`config.mk`:
```
export PLATFORM = sky130hd
export DESIGN_NAME = csc_top
export DESIGN_NICKNAME = d
export VERILOG_FILES = /design/src/common/csc_pkg.sv /design/src/hw/csc_top.sv
export VERILOG_INCLUDE_DIRS = /design/src /design/src/common
export SDC_FILE = /design/constraint.sdc
export NUM_CORES = 1
export LEC_CHECK = 0
export BUFFER_PORTS_ARGS = -buffer_cell sky130_fd_sc_hd__clkbuf_2
export CAP_MARGIN = 20
export CORE_MARGIN = 2
export CORE_UTILIZATION = 53
export DETAILED_ROUTE_END_ITERATION = 8
export MAX_ROUTING_LAYER = met4
export PLACE_DENSITY = 0.85
export SLEW_MARGIN = 10
export SYNTH_ARGS = -nofsm -noshare
export SYNTH_HDL_FRONTEND = slang
export SYNTH_SLANG_ARGS = --single-unit
export TNS_END_PERCENT = 5
```
`constraint.sdc`:
```
create_clock -name mclk -period 3.52 [get_ports mclk]
set_clock_uncertainty 0.2 [all_clocks]
set_input_delay 0.528 -clock mclk [delete_from_list [all_inputs] [get_ports mclk]]
set_output_delay 0.528 -clock mclk [all_outputs]
set_load 0.01 [all_outputs]
```
`src/common/csc_regs.svh`:
```
// register offsets, field positions, reset values and timing counts of the clock source switch
`ifndef CSC_REGS_SVH
`define CSC_REGS_SVH

// register byte offsets
`define CSC_OSC_CTRL_OFS 8'h00
`define CSC_CONFIG_OFS 8'h04

// oscillator_control_reg fields
`define CSC_SEL_BIT 0
`define CSC_TMO_BIT 3
`define CSC_IFREQ_LSB 4
`define CSC_IFREQ_MSB 6

// config_word_one fields
`define CSC_FOSC_LSB 0
`define CSC_FOSC_MSB 2
`define CSC_TWOSPD_BIT 3

// reset values
`define CSC_IFREQ_RST 3'h6
`define CSC_FOSC_RST 3'h1
`define CSC_TWOSPD_RST 1'h1

// oscillator mode codes of the crystal modes
`define CSC_FOSC_LOWPWR 3'h0
`define CSC_FOSC_XTAL 3'h1
`define CSC_FOSC_HISPD 3'h2

// oscillator cycles counted by the start-up timer
`define CSC_STARTUP_CYCLES 1024

`endif

```
`src/common/csc_pkg.sv`:
```
// types shared by the clock source switch
package csc_pkg;

   // start-up sequencer states, one-hot
   typedef enum logic [3:0]
   {
      CSC_ST_POR = 4'h1,
      CSC_ST_COUNT = 4'h2,
      CSC_ST_RUN = 4'h4,
      CSC_ST_SLEEP = 4'h8
   } csc_state_e;

   // avalon-mm request from the bus master
   typedef struct packed
   {
      logic read;
      logic write;
      logic [7:0] address;
      logic [31:0] writedata;
      logic [3:0] byteenable;
   } csc_avm_req_s;

endpackage

```
`src/hw/csc_top.sv`:
```
// clock source selection with two-speed start-up and glitch-free switchover
`timescale 1ns/10ps
`include "csc_regs.svh"
// How it works
// - select bit 0: configured oscillator mode drives clock
// - select bit 1: internal oscillator at chosen frequency
// - every reset clears the select bit
// - automatic switches never touch the select bit
// - timeout status shows external source is ready, set even while select 1 runs internal
// - sleep aborts start-up, timeout status stays clear
// - crystal modes, select 0, two-speed off: timer holds execution 1024 cycles
// - two-speed: run internal, switch after 1024 counts
// - two-speed needs enable, select 0, crystal mode
// - two-speed entered after power-up and each wake
// - non-crystal modes skip start-up entirely
module csc_top #(
   parameter int STARTUP_CYCLES = `CSC_STARTUP_CYCLES
) (
   input wire logic mclk,
   input wire logic reset,
   input wire csc_pkg::csc_avm_req_s avm_req,
   output logic [31:0] avm_readdata,
   output logic avm_waitrequest,
   input wire logic ext_osc_tick,
   input wire logic int_osc_tick,
   input wire logic power_up_timer_done,
   input wire logic sleep_req,
   input wire logic wake_evt,
   output logic sys_clk_en,
   output logic cpu_run,
   output logic clk_src_internal
);
   import csc_pkg::*;

   localparam int OW = $clog2(STARTUP_CYCLES + 1);
   localparam logic [OW-1:0] SUT_LAST = OW'(STARTUP_CYCLES - 1);

   // elaboration check on the start-up count
   if (STARTUP_CYCLES < 2)
   begin : g_bad_count
      $error("STARTUP_CYCLES must be at least 2");
   end

   logic sel_q;
   logic [2:0] ifreq_q;
   logic [2:0] fosc_q;
   logic twospd_en_q;
   logic tmo_stat_q;
   logic ack_q;
   logic [31:0] rdata_q;
   csc_state_e state_q;
   logic [OW-1:0] sut_cnt_q;
   logic [6:0] div_q;
   logic cur_int_q;
   logic sw_q;
   logic crystal;
   logic two_speed;
   logic want_int;
   logic int_div_tick;
   logic cur_tick;
   logic new_tick;
   logic sut_done;
   logic hit_osc;
   logic hit_cfg;
   logic wr_osc;
   logic wr_cfg;
   logic [31:0] rd_mux;

   ////////////////////////////////////////////////////////////////////////
   // register bus

   // one wait state per access
   assign avm_waitrequest = (avm_req.read | avm_req.write) & ~ack_q;
   assign avm_readdata = rdata_q;
   assign hit_osc = avm_req.address == `CSC_OSC_CTRL_OFS;
   assign hit_cfg = avm_req.address == `CSC_CONFIG_OFS;
   assign wr_osc = avm_req.write & ack_q & hit_osc & avm_req.byteenable[0];
   assign wr_cfg = avm_req.write & ack_q & hit_cfg & avm_req.byteenable[0];

   // read mux, unmapped reads as zero
   always_comb
   begin
      rd_mux = 32'h0;
      if (hit_osc)
      begin
         rd_mux[`CSC_SEL_BIT] = sel_q;
         rd_mux[`CSC_TMO_BIT] = tmo_stat_q;
         rd_mux[`CSC_IFREQ_MSB:`CSC_IFREQ_LSB] = ifreq_q;
      end
      else if (hit_cfg)
      begin
         rd_mux[`CSC_FOSC_MSB:`CSC_FOSC_LSB] = fosc_q;
         rd_mux[`CSC_TWOSPD_BIT] = twospd_en_q;
      end
   end

   // acknowledge and read data capture
   always_ff @(posedge mclk or posedge reset)
   begin
      if (reset)
      begin
         ack_q <= 1'b0;
         rdata_q <= 32'h0;
      end
      else
      begin
         ack_q <= (avm_req.read | avm_req.write) & ~ack_q;
         if (avm_req.read & ~ack_q)
         begin
            rdata_q <= rd_mux;
         end
      end
   end

   // oscillator control: only software writes move the select bit
   always_ff @(posedge mclk or posedge reset)
   begin
      if (reset)
      begin
         sel_q <= 1'b0;
         ifreq_q <= `CSC_IFREQ_RST;
      end
      else if (wr_osc)
      begin
         sel_q <= avm_req.writedata[`CSC_SEL_BIT];
         ifreq_q <= avm_req.writedata[`CSC_IFREQ_MSB:`CSC_IFREQ_LSB];
      end
   end

   // configuration word
   always_ff @(posedge mclk or posedge reset)
   begin
      if (reset)
      begin
         fosc_q <= `CSC_FOSC_RST;
         twospd_en_q <= `CSC_TWOSPD_RST;
      end
      else if (wr_cfg)
      begin
         fosc_q <= avm_req.writedata[`CSC_FOSC_MSB:`CSC_FOSC_LSB];
         twospd_en_q <= avm_req.writedata[`CSC_TWOSPD_BIT];
      end
   end

   ////////////////////////////////////////////////////////////////////////
   // start-up sequencer

   assign crystal = (fosc_q == `CSC_FOSC_LOWPWR) | (fosc_q == `CSC_FOSC_XTAL) | (fosc_q == `CSC_FOSC_HISPD);
   assign two_speed = twospd_en_q & ~sel_q & crystal;
   assign sut_done = (state_q == CSC_ST_COUNT) & ext_osc_tick & (sut_cnt_q == SUT_LAST) & ~sleep_req;

   // por wait, timer count, run and sleep
   always_ff @(posedge mclk or posedge reset)
   begin
      if (reset)
      begin
         state_q <= CSC_ST_POR;
      end
      else
      begin
         case (state_q)
            CSC_ST_POR:
               if (power_up_timer_done)
               begin
                  state_q <= crystal ? CSC_ST_COUNT : CSC_ST_RUN;
               end
            CSC_ST_COUNT:
               if (sleep_req)
               begin
                  state_q <= CSC_ST_SLEEP;
               end
               else if (sut_done)
               begin
                  state_q <= CSC_ST_RUN;
               end
            CSC_ST_RUN:
               if (sleep_req)
               begin
                  state_q <= CSC_ST_SLEEP;
               end
            CSC_ST_SLEEP:
               if (wake_evt)
               begin
                  state_q <= crystal ? CSC_ST_COUNT : CSC_ST_RUN;
               end
            default:
               state_q <= CSC_ST_POR;
         endcase
      end
   end

   // start-up timer counts external oscillator cycles
   always_ff @(posedge mclk or posedge reset)
   begin
      if (reset)
      begin
         sut_cnt_q <= '0;
      end
      else if (state_q != CSC_ST_COUNT)
      begin
         sut_cnt_q <= '0;
      end
      else if (ext_osc_tick & ~sut_done)
      begin
         sut_cnt_q <= sut_cnt_q + OW'(1);
      end
   end

   // timeout status: set on timer expiry or a non-crystal run, whatever the select bit
   always_ff @(posedge mclk or posedge reset)
   begin
      if (reset)
      begin
         tmo_stat_q <= 1'b0;
      end
      else if (sleep_req | (state_q == CSC_ST_SLEEP) | (state_q == CSC_ST_POR))
      begin
         tmo_stat_q <= 1'b0;
      end
      else if (sut_done | ((state_q == CSC_ST_RUN) & ~crystal))
      begin
         tmo_stat_q <= 1'b1;
      end
   end

   ////////////////////////////////////////////////////////////////////////
   // clock selection

   // internal frequency divider, select code 7 is the full rate
   always_ff @(posedge mclk or posedge reset)
   begin
      if (reset)
      begin
         div_q <= 7'h0;
      end
      else if (int_osc_tick)
      begin
         div_q <= div_q + 7'h1;
      end
   end

   assign int_div_tick = int_osc_tick & ((div_q & (7'h7f >> ifreq_q)) == 7'h0);
   // internal while select is set or two-speed counting
   assign want_int = sel_q | ((state_q == CSC_ST_COUNT) & two_speed);
   assign cur_tick = cur_int_q ? int_div_tick : ext_osc_tick;
   assign new_tick = cur_int_q ? ext_osc_tick : int_div_tick;

   // switch after an old-source edge, settle on a new-source edge
   always_ff @(posedge mclk or posedge reset)
   begin
      if (reset)
      begin
         cur_int_q <= 1'b0;
         sw_q <= 1'b0;
      end
      else if (sw_q & new_tick)
      begin
         cur_int_q <= ~cur_int_q;
         sw_q <= 1'b0;
      end
      else if (~sw_q & (want_int != cur_int_q) & cur_tick)
      begin
         sw_q <= 1'b1;
      end
   end

   // execution held while the timer counts with neither two-speed nor the select bit set
   assign cpu_run = (state_q == CSC_ST_RUN) | ((state_q == CSC_ST_COUNT) & (two_speed | sel_q));
   assign sys_clk_en = cpu_run & ~sw_q & cur_tick;
   assign clk_src_internal = cur_int_q;
endmodule

```
==> run summary <==
CTS tree: built
core box area: 4320 um^2
routed wire length: 4630 um
crit path max fanout: 6
synth warn: 0
power density over cell area: 527 nW/um^2
LEAKAGE: 1.23 nW
vias in the first global route: 1775
largest net degree at the start of global routing: 28
worst path cell trace: a21oi_2, a21oi_1, or3_1, a211oi_2, nor3b_2, clkbuf_2
CP startpoint kind: flip-flop
Final Setup Violations: 0
Die Height: 70.9 um
Num CTS Buffers: 5
overall power: 1.39 mW
DIE AREA: 5030 um^2
global-route wire length before repair: 7910 um
die width: 70.9 um
Comb power frac: 23.5%
RSZ-0062 raised after global routing: no
Sw Pwr: 0.461 mW
CP Class: reg -> out
sequential share of the synthesized area: 43.5%
H-tree level count: 2
CP required: 2.79 ns
Iter 0 DRT Violations: 104
num ports: 89
min Tclk post-route: 2.74 ns
max_cap viols: 0
Clock power frac: 28.6%
total gr overflow: 0
Final Net Count: 337
Max Transition Viols Final: 0
Hold Fails Final Rpt: 0
CP endpoint kind: output port
run status: finished clean
Via density: 5.36
Initial Utilization: 54.9%
post-synthesis average cell area: 9.65 um^2
area delta synth->final: 11.4%
cell row count: 24
Post-Syn Area: 2370 um^2
Tightest Hold Check Type: in -> async
Primary FF master, synth: dfrtp_1
Resized cells post-CTS: 0
DPL Wire Length: 3370 um
Post-CTS Hold Buffers: 0
CTS max path bufs: 2
Placer Congestion: 0.845
Int Power: 0.932 mW
Unique masters post-synth: 49
DRT antenna net count: 0
via count: 1795
register-to-register setup slack: 1.57 ns
post-synthesis register bit count: 41
fraction of layout cells with a size suffix above 1: 26.1%
drt first pass iters: 4
Clock Tree Root: clkbuf_8
f_max: 365 MHz
CTS Sinks: 41
# diodes: 0
initial antenna violation count: 0
slowest CP cell: dfrtp_1
# port buffers: 35
gr usage total: 20.2%
postcts setup bufs: 0
drt wl/cell: 13.8 um
CTS clk-pin slew, worst paths: 0.08 ns
Sequential Power Share: 47.9%
Mapped Cells: 246
peak supply drop: 428 uV
largest stage delay on the critical path: 0.41 ns
DRC viols: 0
crit path DAT: 2.01 ns
Sw Ratio: 33.1%
Post-synth ARST share: 100%
fin crit share: 77.7%
EDFF count, synth: 0
Setup TNS: 0 ns
Clk Latency, worst-skew pair: 0.30 ns
[final cells by class]
class	count	area [um^2]
clock buffer	6	82.6
clock inverter	2	37.5
fill	372	1680
inverter	5	18.8
multi-input combinational	191	1190
sequential	41	1030
tap	52	65.1
timing repair buffer	38	218
[metal layers]
layer	global-route usage [%]	vias up	part of all wire [%]
li1	-	875	-
met1	24.8	853	43
met2	33.2	60	49
met3	5.27	7	6.1
met4	5.66	0	1.2
met5	-	-	0
[through the flow]
| stage | utilization [%] | std cells | hold slack, ns | setup WS, ns | instance area, um^2 |
|---|---|---|---|---|---|
| final | 61.1 | 335 | 0.0151 | 0.784 | 2640 |
| after global routing | 61.1 | 335 | 0.0407 | 0.618 | 2640 |
| after CTS | 60.5 | 334 | 0.250 | 0.769 | 2620 |
| after detailed placement | 57.7 | 326 | 0.259 | 1.12 | 2500 |
| after global placement | 57.7 | 326 | 0.255 | 1.10 | 2500 |
| after floorplan | - | 270 | 0.234 | 1.25 | 2460 |
[cell usage after synthesis, drive strengths merged (2+ instances only)]
cell type   n  area share (%)
or3         2            0.53
ha          2             1.1
nand2b      5             2.0
xor2        7             2.6
mux2        9             4.3
a21oi       6             1.4
inv         5            0.79
nand2      29             4.6
and2        2            0.63
nor3        7             2.4
nor2       25             4.0
dfstp       5             5.5
a31oi       2            0.53
dfrtp      36              38
o31ai       3            0.95
nand3       9             1.9
a31o        2            0.74
and3        2            0.53
clkbuf      4            0.63
buf        29             8.8
mux2i       3             1.3
o22ai       3            0.79
o21ai       7             1.5
nor2b       6             1.6
o21bai      4             1.3
a211oi      5             1.8
nand4       7             1.8
xnor2       6             2.2
[kinds of logic after synthesis]
family | share of synthesized area (%)
compound gates | 11.9
xor+xnor | 4.80
fa+ha+maj | 1.05
buf+inv | 10.2
flops | 43.5
mux | 5.54
other cells | 0.158
simple gates | 22.9
[power groups by stage]
stage          Combinational, mW  Clock (mW)  Sequential, mW
2_1_floorplan              0.322           0           0.612
3_3_place_gp               0.304           0           0.667
3_5_place_dp               0.319           0           0.672
4_1_cts                    0.323       0.406           0.663
5_1_grt                    0.370       0.424           0.683
6_report                   0.326       0.398           0.667
[worst paths after layout]
kind,from,endpoint,cells past startpoint
max,fosc_q[1],sys_clk_en,6
min,reset,avm_readdata[6],2
max reg2reg,sut_cnt_q[0],state_q[1],6
min reg2reg,avm_readdata[5],avm_readdata[5],2
max in group asynchronous,reset,state_q[0],4
min in group mclk,avm_req[10],ifreq_q[2],2
[cells in the final DEF, fill, tap and decap left out, types with 4 or more instances in the layout]
| master | count |
|---|---|
| dfrtp_1 | 36 |
| clkbuf_2 | 35 |
| nand2_1 | 29 |
| nor2_1 | 25 |
| conb_1 | 25 |
| nand3_1 | 9 |
| mux2_2 | 9 |
| nand4_1 | 7 |
| xor2_1 | 7 |
| o21ai_0 | 7 |
| xnor2_1 | 6 |
| nor2b_1 | 6 |
| clkbuf_8 | 6 |
| inv_1 | 5 |
| a21oi_1 | 5 |
| dfstp_2 | 5 |
| a211oi_1 | 4 |
| nor3_1 | 4 |
| o21bai_1 | 4 |
[worst max-delay path: cells and delay by family, from the launching register on]
kind / cells / cell delay (ns)
simple gates: 2 / 0.51
compound gates: 3 / 0.63
flops: 1 / 0.41
buf+inv: 1 / 0.15
[state kept, by name (all words and copies together) (netlist names)]
| signal | cells |
|---|---|
| clk_src_internal | 1 |
| sw_q | 1 |
| ack_q | 1 |
| avm_readdata | 7 |
| twospd_en_q | 1 |
| sel_q | 1 |
| sut_cnt_q | 11 |
| ifreq_q | 3 |
| div_q | 7 |
| fosc_q | 3 |
| tmo_stat_q | 1 |
| state_q | 4 |
Note: power is estimated with default switching activity, not from simulation.
